`config.mk`:
```
export PLATFORM = sky130hd
export DESIGN_NAME = octal_switch_spi_fault_logic
export DESIGN_NICKNAME = d
export VERILOG_FILES = /design/src/switch_pkg.sv /design/src/sync2.sv /design/src/octal_switch_spi_fault_logic.sv
export SDC_FILE = /design/constraint.sdc
export NUM_CORES = 1
export LEC_CHECK = 0
export BUFFER_PORTS_ARGS = -buffer_cell sky130_fd_sc_hd__buf_2
export CAP_MARGIN = 20
export CORE_ASPECT_RATIO = 0.8
export CORE_UTILIZATION = 37
export DETAILED_ROUTE_END_ITERATION = 12
export GPL_ROUTABILITY_DRIVEN = 0
export PLACE_DENSITY = 0.56
export SLEW_MARGIN = 30
export SYNTH_ARGS = -nofsm -noshare
export SYNTH_HDL_FRONTEND = slang
export SYNTH_HIERARCHICAL = 1
export SYNTH_SLANG_ARGS = --single-unit
export TNS_END_PERCENT = 5
```
`constraint.sdc`:
```
create_clock -name clk -period 1.8 [get_ports clk]
set_input_delay 0.27 -clock clk [delete_from_list [all_inputs] [get_ports clk]]
set_output_delay 0.27 -clock clk [all_outputs]
set_load 0.1 [all_outputs]
```
`src/switch_pkg.sv`:
```
// Package: widths, timing constants and carrier structs for the octal switch logic
package switch_pkg;

   // ---------------------------------------------------------------
   // Sizes
   // ---------------------------------------------------------------
   localparam int NUM_OUT       = 8;
   localparam int WORD_BITS     = 16;
   localparam int EXTRA_STEP    = 8;

   // ---------------------------------------------------------------
   // Timing
   // ---------------------------------------------------------------
   localparam int CLK_HZ        = 50_000_000;
   localparam int FILTER_MIN_US = 100;
   localparam int FILTER_MAX_US = 300;
   // Least time, no rounding up
   localparam int FILTER_CYCLES = (FILTER_MIN_US * (CLK_HZ / 1_000_000) + 0);

   // ---------------------------------------------------------------
   // Reset values
   // ---------------------------------------------------------------
   localparam logic [NUM_OUT-1:0] OUT_RST   = 8'h00;
   localparam logic [NUM_OUT-1:0] SENSE_RST = 8'h00;
   localparam logic [4:0]         CNT_RST   = 5'h00;

   // ---------------------------------------------------------------
   // Carriers
   // ---------------------------------------------------------------
   typedef struct packed {
      logic [NUM_OUT-1:0] sense_en;
      logic [NUM_OUT-1:0] out_on;
   } cmd_word_t;

   typedef struct packed {
      logic [NUM_OUT-1:0] thermal_limit;
      logic [NUM_OUT-1:0] over_current;
      logic [NUM_OUT-1:0] below_open_load_threshold;
   } sense_in_t;

endpackage : switch_pkg

```
`src/sync2.sv`:
```
// Two-flop synchroniser, one bit per lane
`timescale 1ns/100ps
module sync2 #(
   parameter int W = 1
) (
   // Clock and reset
   input  wire logic         clk,
   input  wire logic         rst_n,
   // Data
   input  wire logic [W-1:0] d,
   output logic      [W-1:0] q
);
   logic [W-1:0] meta_ff;

   always_ff @(posedge clk or negedge rst_n)
   begin
      if (!rst_n)
      begin
         meta_ff <= '0;
         q       <= '0;
      end
      else
      begin
         meta_ff <= d;
         q       <= meta_ff;
      end
   end
endmodule : sync2

```
`src/octal_switch_spi_fault_logic.sv`:
```
// Octal power switch: SPI command and status, fault logic, shutdown control
// How it works
// - Over-temperature output reads one in status
// - Off open load flagged only with sense
// - Over-voltage turns all off, restores afterwards
// - Overheat affects one output, restores command
// - Command bits 0-7 switch outputs on
// - Command bits 8-15 enable sense currents
// - Status bits 0-7 report per-output faults
// - Sleep resets to all off, sense off
// - Status shifts out while command shifts in
// - No fault gives zeros, faults give ones
// - 32-bit transfer echoes first sixteen bits
// - Last sixteen bits applied at select rise
// - Only 16 plus multiples of 8 accepted
// - Thermal shutdown independent, auto re-activates
// - Sense current programmable, off after reset
// - Select rise starts open-load mask timer
// - Open load stays latched until read
// - Per-output comparator, flagged only when off
// - Short cycles thermal shutdown until removed
// - Shorts reported regardless of sense enables
// - Both words shifted MSB first, FIFO
// - Status bits 8-15 always zero
`timescale 1ns/100ps
module octal_switch_spi_fault_logic
   import switch_pkg::*;
#(
   parameter int NOUT          = switch_pkg::NUM_OUT,
   parameter int FILTER_CYCLES = switch_pkg::FILTER_CYCLES
) (
   // Clock and reset
   input  wire logic                     clk,
   input  wire logic                     rst_n,
   // Power and enable
   input  wire logic                     enable,
   input  wire logic                     logic_supply_ok,
   input  wire logic                     supply_overvoltage,
   // SPI pins
   input  wire logic                     cs_n,
   input  wire logic                     sclk,
   input  wire logic                     mosi,
   output logic                          miso,
   output logic                          miso_oe_n,
   // Analog sense inputs
   input  switch_pkg::sense_in_t         sense,
   // Outputs to drivers
   output logic [switch_pkg::NUM_OUT-1:0] gate_on,
   output logic [switch_pkg::NUM_OUT-1:0] sense_current_on,
   output logic [switch_pkg::NUM_OUT-1:0] status_flags
);
   import switch_pkg::*;

   // ---------------------------------------------------------------
   // Pin synchronisation
   // ---------------------------------------------------------------
   localparam int NSYNC = 3 + 2 + 3 * NUM_OUT;
   logic [NSYNC-1:0] raw_in;
   logic [NSYNC-1:0] syn_in;
   logic             cs_n_s;
   logic             cs_act_s;
   logic             sclk_s;
   logic             mosi_s;
   logic             awake_s;
   logic             ov_s;
   sense_in_t        sense_s;

   // Select lane inverted so the cleared flop reads as deselected
   assign raw_in = {!cs_n, sclk, mosi, enable & logic_supply_ok, supply_overvoltage, sense};

   sync2 #(.W(NSYNC)) u_sync (
      .clk   (clk),
      .rst_n (rst_n),
      .d     (raw_in),
      .q     (syn_in)
   );

   assign {cs_act_s, sclk_s, mosi_s, awake_s, ov_s, sense_s} = syn_in;
   assign cs_n_s = !cs_act_s;

   // ---------------------------------------------------------------
   // Edge detection
   // ---------------------------------------------------------------
   logic cs_n_d_ff;
   logic sclk_d_ff;
   logic cs_fall;
   logic cs_rise;
   logic sclk_rise;
   logic sclk_fall;
   logic sleep;

   assign sleep = !awake_s;

   always_ff @(posedge clk or negedge rst_n)
   begin
      if (!rst_n)
      begin
         cs_n_d_ff <= 1'b1;
         sclk_d_ff <= 1'b0;
      end
      else
      begin
         cs_n_d_ff <= cs_n_s;
         sclk_d_ff <= sclk_s;
      end
   end

   assign cs_fall   = cs_n_d_ff & !cs_n_s;
   assign cs_rise   = !cs_n_d_ff & cs_n_s;
   assign sclk_rise = !cs_n_s & !sclk_d_ff & sclk_s;
   assign sclk_fall = !cs_n_s & sclk_d_ff & !sclk_s;

   // ---------------------------------------------------------------
   // Pulse counter: acceptance needs the counter at 16, i.e. 16 plus any multiple of 8 pulses
   // ---------------------------------------------------------------
   logic [4:0] pulse_cnt_ff;
   logic       count_ok;

   always_ff @(posedge clk or negedge rst_n)
   begin
      if (!rst_n)
         pulse_cnt_ff <= CNT_RST;
      else if (cs_fall)
         pulse_cnt_ff <= CNT_RST;
      else if (sclk_rise)
      begin
         // Count up to 23, then wrap back to 16 in steps of 8
         if (pulse_cnt_ff == 5'h17)
            pulse_cnt_ff <= 5'h10;
         else
            pulse_cnt_ff <= pulse_cnt_ff + 5'h01;
      end
   end

   assign count_ok = (pulse_cnt_ff == 5'h10);

   // ---------------------------------------------------------------
   // Shift register
   // ---------------------------------------------------------------
   logic [WORD_BITS-1:0] shift_ff;
   logic [NOUT-1:0]      fault_now;
   logic [NOUT-1:0]      open_latch_ff;

   always_ff @(posedge clk or negedge rst_n)
   begin
      if (!rst_n)
         shift_ff <= '0;
      else if (sleep)
         shift_ff <= '0;
      else if (cs_fall)
         shift_ff <= {8'h00, fault_now | open_latch_ff};
      else if (sclk_rise)
         shift_ff <= {shift_ff[WORD_BITS-2:0], mosi_s};
   end

   // MSB presented on MISO, changes after falling SCLK
   always_ff @(posedge clk or negedge rst_n)
   begin
      if (!rst_n)
         miso <= 1'b0;
      else if (cs_fall || sclk_fall)
         miso <= cs_fall ? 1'b0 : shift_ff[WORD_BITS-1];
   end

   assign miso_oe_n = cs_n_s;

   // ---------------------------------------------------------------
   // Command register
   // ---------------------------------------------------------------
   cmd_word_t cmd_ff;

   always_ff @(posedge clk or negedge rst_n)
   begin
      if (!rst_n)
      begin
         cmd_ff.out_on   <= OUT_RST;
         cmd_ff.sense_en <= SENSE_RST;
      end
      else if (sleep)
      begin
         cmd_ff.out_on   <= OUT_RST;
         cmd_ff.sense_en <= SENSE_RST;
      end
      else if (cs_rise && count_ok)
         cmd_ff <= cmd_word_t'(shift_ff);
   end

   assign sense_current_on = cmd_ff.sense_en;

   // ---------------------------------------------------------------
   // Fault filter timer
   // ---------------------------------------------------------------
   localparam int TW = $clog2(FILTER_CYCLES + 1);
   logic [TW-1:0] filt_cnt_ff;
   logic          filt_done;

   always_ff @(posedge clk or negedge rst_n)
   begin
      if (!rst_n)
         filt_cnt_ff <= '0;
      else if (cs_rise || sleep)
         filt_cnt_ff <= TW'(FILTER_CYCLES);
      else if (filt_cnt_ff != '0)
         filt_cnt_ff <= filt_cnt_ff - TW'(1);
   end

   assign filt_done = (filt_cnt_ff == '0);

   // ---------------------------------------------------------------
   // Per-output fault and gate logic
   // ---------------------------------------------------------------
   genvar g;
   generate
      for (g = 0; g < NUM_OUT; g++)
      begin : g_out
         logic open_now;
         // Off-state open load: commanded off, sense on, mask expired
         assign open_now = !cmd_ff.out_on[g] & cmd_ff.sense_en[g]
                           & sense_s.below_open_load_threshold[g] & filt_done;
         // On-state short, or overheat in any state, independent of sense enable
         assign fault_now[g] = open_now
                             | (cmd_ff.out_on[g] & sense_s.over_current[g])
                             | sense_s.thermal_limit[g];

         // Latch held until captured for read; new event wins over clear
         always_ff @(posedge clk or negedge rst_n)
         begin
            if (!rst_n)
               open_latch_ff[g] <= 1'b0;
            else if (sleep)
               open_latch_ff[g] <= 1'b0;
            else if (open_now)
               open_latch_ff[g] <= 1'b1;
            else if (cs_fall)
               open_latch_ff[g] <= 1'b0;
         end

         // Thermal shutdown gates this output only; command kept
         always_ff @(posedge clk or negedge rst_n)
         begin
            if (!rst_n)
               gate_on[g] <= 1'b0;
            else
               gate_on[g] <= cmd_ff.out_on[g] & !sense_s.thermal_limit[g]
                             & !ov_s & !sleep;
         end
      end
   endgenerate

   // ---------------------------------------------------------------
   // Status mirror
   // ---------------------------------------------------------------
   always_ff @(posedge clk or negedge rst_n)
   begin
      if (!rst_n)
         status_flags <= '0;
      else
         status_flags <= fault_now | open_latch_ff;
   end

endmodule : octal_switch_spi_fault_logic

```
-- After elaboration in Yosys (flattened, before gate mapping)
Cells that the tools add are included.
- flip-flop bits (word level): 135
- input bits: 32
- output and inout bits: 26
- word-level logic and storage cells: 179
- add/sub/neg operators: 2
- equality and inequality tests: 12
- mux-type cells: 28
- bitwise operators: 80
- reductions and logical operators: 30
- operators with widths (operator ; count):
    16-bit 2-to-1 mux ; 5
    1-bit bitwise AND ; 63
    3-bit inequality test (second input constant) ; 9
    13-bit 2-to-1 mux ; 2
    1-bit logical NOT ; 23
    1-bit 2-to-1 mux ; 18
    1-bit OR ; 16
    5-bit 2-to-1 mux ; 3
    13-bit logical NOT ; 1
    13-bit nonzero test ; 1
    13-bit by 1-bit subtractor with 13-bit output (second input constant) ; 1
    5-bit equality test (second input constant) ; 2
    8-bit OR ; 1
    5-bit by 1-bit adder with 5-bit output (second input constant) ; 1
    2-bit nonzero test ; 2
    1-bit logical OR ; 2
    2-bit inequality test (second input constant) ; 1
    1-bit logical AND ; 1

-- Logic depth before layout (Yosys ltp)
- word-level depth: 9
- gate-level depth with buffers: 7
- depth with buffers taken out: 6

-- By module
Netlist, hierarchy kept.
- by module, submodules not included (module ; instances ; cells each ; area an instance (sq um) ; sequential area each (sq um)):
    octal_switch_spi_fault_logic ; 1 ; 308 ; 3497.1 ; 1928.1
    sync2 ; 1 ; 58 ; 1451.4 ; 1451.4

-- Least setup slack after synthesis
No wires, ideal clock.
- path kind: register to register
- from: register filt_cnt_ff[0]
- to: register filt_cnt_ff[6]
- library setup time: 0.079 ns
- arrival: 1.833 ns
- data required time: 1.721 ns
- path slack: -0.112 ns
- cell stages (with the launch flop): 7
- buffers on the path: 0
- period minus slack after synthesis: 1.912 ns
- cells stage by stage: dfrtp_1 inv_1 ha_1 or3b_2 or3_1 or3_1 a21oi_1
- cells in the longest elaborated chain, start to end: 3
- elaborated cells on any way between the ends: 5
- classes of those cells: add/sub (1); mux (2); reduce/logical (2)
- ends and longest elaborated chain (item ; RTL line ; RTL):
    start, declared ; octal_switch_spi_fault_logic.sv:194 ; logic [TW-1:0] filt_cnt_ff;
    start signal, assigned ; octal_switch_spi_fault_logic.sv:202 ; filt_cnt_ff <= TW'(FILTER_CYCLES);
    start signal, assigned ; octal_switch_spi_fault_logic.sv:204 ; filt_cnt_ff <= filt_cnt_ff - TW'(1);
    13-bit by 1-bit subtractor with 13-bit output ; octal_switch_spi_fault_logic.sv:204 ;
    13-bit 2-to-1 mux ; octal_switch_spi_fault_logic.sv:203 ; else if (filt_cnt_ff != '0)
    13-bit 2-to-1 mux ; octal_switch_spi_fault_logic.sv:201 ; else if (cs_rise || sleep)
Parallel ways exist; a longest one is shown, timed or not. The select of a mux whose other input is x is not followed.
A chain may end at the register's enable or synchronous reset.

-- Worst setup path after layout
- from: register filt_cnt_ff[0]
- to: register filt_cnt_ff[5]
The elaborated chain is that of the path after synthesis.

==> results.cfg <==
[grt]
grt_max_degree = 50
antenna_found_initial = 0
grt_overflow = 0
grt_pass1_vias = 3331
track_usage_pct = 16.45
grt_pass1_wl_um = 17220

[clock_tree]
clk_latency_ps = 410
cts_max_path_buffers = 2
h-tree-depth = 4
numCtsBuffers = 17
path_clk_slew_ps = 60
clkSinkCount = 135
postCtsSetupBuffers = 0
cts-root-buf = clkbuf_16
tritoncts = built

[sta]
drv_slew = 0
clock.fmax_ghz = 0.5367
setup_violations = 3
rsz0062_at_grt = yes
slew_headroom_pct = 66.80
period_share_pct = 103.5
tightest_slew_ps = 496.8
hold_violations = 0
clock-skew-final_ps = 10.70
post-route-min-period_ps = 1863
fin_ws_ps = -63.22

[routing]
postRouteAntennaNets = 0
vias = 3223
dr.pass1.iters = 4
drtIter0Drc = 157
drc_errors = 0
viasPerCell = 4.847
routed_wl_um = 10170
wl_per_cell_um = 15.30

[cells_and_area]
antenna_cells = 0
stdcell_count = 665
areaGrowthSynthToFinish_pct = 31.02
nets = 513
final_layout_size_suffix_gt1_share_pct = 26.94
finalCoreUtilization_pct = 50.02

[critical_path]
cpPeakStageDelay_ps = 550
crit_required_ps = 2140
r2r_slack_ps = -60
arrival_ps = 2200
cp-start-kind = register
endpoint_kind = register
worstPathMaxFanout = 5
slowest_stage = or4_2
path_cells = buf_4, or4_4, or4_2, a21oi_1
crit_type = reg -> reg

[floorplanning]
initial_core_util_pct = 38.18
die_h_um = 105.4
die_w_um = 131.3
die_area_sq_um = 13840
coreArea_sq_um = 12960
ioPinCount = 58
rows = 37

[placed_design]
place_ws_ps = -52.49
numPortBuffers = 57
dp_cells = 605
place_hpwl_um = 6461

[pwr]
p_leak_nw = 2.964
peakVddDrop_mv = 0.6310
power_density_nw_per_um2 = 1061
power.total_w = 0.006882

[synthesis]
synth_enable_flop_cells = 0
ys_async_sr_fraction_pct = 100.0
synth_top_cell_by_area = dfrtp_1
yosys.cell_types.count = 48
synth_ff_type = dfrtp_1
syn_inst = 366
syn_avg_cell_area_sq_um = 13.52
yosys_register_bits = 135
yosysMostFrequentCell = dfrtp_1
syn_nets = 402
synth_area_leaders = dfrtp_1 (68%), mux2i_1 (3.6%), nor2b_1 (3.0%)
synth_top_area_share_pct = 67.76
netlist_area_sq_um = 4948
synthTopCellsByCount = dfrtp_1 (134), nand2_1 (34), nor2b_1 (24)
synth_warnings = 6
ys_seq_area_share_pct = 68.29

[worst_hold_path]
hold_class = in -> reg

[run]
max_cap_viol_count = 0

[run_status]
violations = negative setup slack
status = finished with violations
[critical path: cells and delay by family, from the launching register on]
family | cells | cell delay, ps
buffers and inverters | 1 | 150
and+or+nand+nor | 2 | 1080
AOI/OAI and AO/OA | 1 | 160
DFF | 1 | 400
[where the power goes]
group / total, W / switching (W) / leakage (nW) / internal [W]
clock network: 0.00330 / 0.00135 / 0.272 / 0.00195
logic: 0.000402 / 0.000247 / 0.992 / 0.000155
registers: 0.00318 / 0.0000509 / 1.70 / 0.00313
total: 0.00688 / 0.00164 / 2.96 / 0.00524
[registers in the layout (all words and copies together), names as in the netlist]
name and count:
u_sync/meta_ff 29, filt_cnt_ff 13, miso 1, open_latch_ff 8, pulse_cnt_ff 5, u_sync/q 29
status_flags 8, gate_on 8, sclk_d_ff 1, cmd_ff 8, shift_ff 16, cs_n_d_ff 1
sense_current_on 8
[layout make-up]
cell class | instances | area (sq um)
inverter | 7 | 26.28
clock buffer | 19 | 442.9
sequential | 135 | 3379
multi-input combinational | 205 | 1498
tap | 175 | 219.0
fill | 1157 | 6479
timing repair buffer | 111 | 795.8
clock inverter | 13 | 122.6
[final timing paths]
kind                                     from                  to  depth (start not counted)
max in group asynchronous               rst_n         u_sync/q[5]                          3
max                            filt_cnt_ff[0]      filt_cnt_ff[5]                          4
min reg2reg                u_sync/meta_ff[18]        u_sync/q[18]                          0
min                                      cs_n  u_sync/meta_ff[28]                          2
min in group asynchronous               rst_n           cmd_ff[0]                          2
max reg2reg                    filt_cnt_ff[0]      filt_cnt_ff[5]                          4
[routing by layer]
metal,vias up,part of all wire (%),GRT usage [%]
li1,1515,-,-
met1,1626,49,22.41
met2,64,45,23.90
met3,18,3.6,5.099
met4,0,2.1,7.890
met5,-,0,0
[timing repair]
item                                    4_1_cts  5_1_grt
endpoints found under the hold margin        54        0
hold buffers                                 28        0
pin swaps                                     0        3
resized for setup                             6       13
endpoints found under the setup margin        7       22
[cell usage in the layout, fill, tap and decap left out, drive strengths merged, types with 2 or more instances in the layout]
master | netlist | final
xor2 | 3 | 3
dfrtp | 134 | 134
mux2i | 18 | 18
or4 | 4 | 4
clkinvlp | 0 | 3
or3 | 5 | 5
nand3b | 3 | 3
clkinv | 0 | 5
nand2b | 4 | 4
a21oi | 6 | 6
nor4b | 2 | 2
ha | 4 | 4
nor2b | 24 | 24
nor4 | 3 | 3
a211oi | 10 | 10
nor3b | 8 | 8
and2 | 2 | 2
dlygate4sd3 | 0 | 28
clkbuf | 8 | 19
inv | 7 | 11
a31oi | 9 | 9
buf | 11 | 83
nand4b | 10 | 10
a21boi | 8 | 8
o21ai | 7 | 7
o21a | 2 | 2
nor2 | 7 | 7
nand2 | 34 | 34
nand3 | 3 | 3
a22oi | 7 | 7
o221ai | 7 | 7
xnor2 | 4 | 4
[metrics by stage]
stage,TNS (ps),hold WS [ps],cell area (sq um)
floorplan,-15.63,-25.59,4951
global placement,-5.356,162.1,5577
detailed placement,-221.9,165.6,5577
CTS,-159.5,2.288,6446
global route,-430.3,9.171,6484
finish,-178.3,15.43,6484
[cells by family (layout without fill, tap and decap cells)]
kind of cell,after synthesis,count (layout),synth area share (%)
xor gates and xnor gates,7,7,1.239
and+or+nand+nor,113,113,14.03
buffers and inverters,26,150,2.655
DFF,135,135,68.29
AOI/OAI and AO/OA,62,62,8.900
adders and majority gates,4,4,1.011
muxes,19,19,3.868
Note: power is estimated with default switching activity, not from simulation.
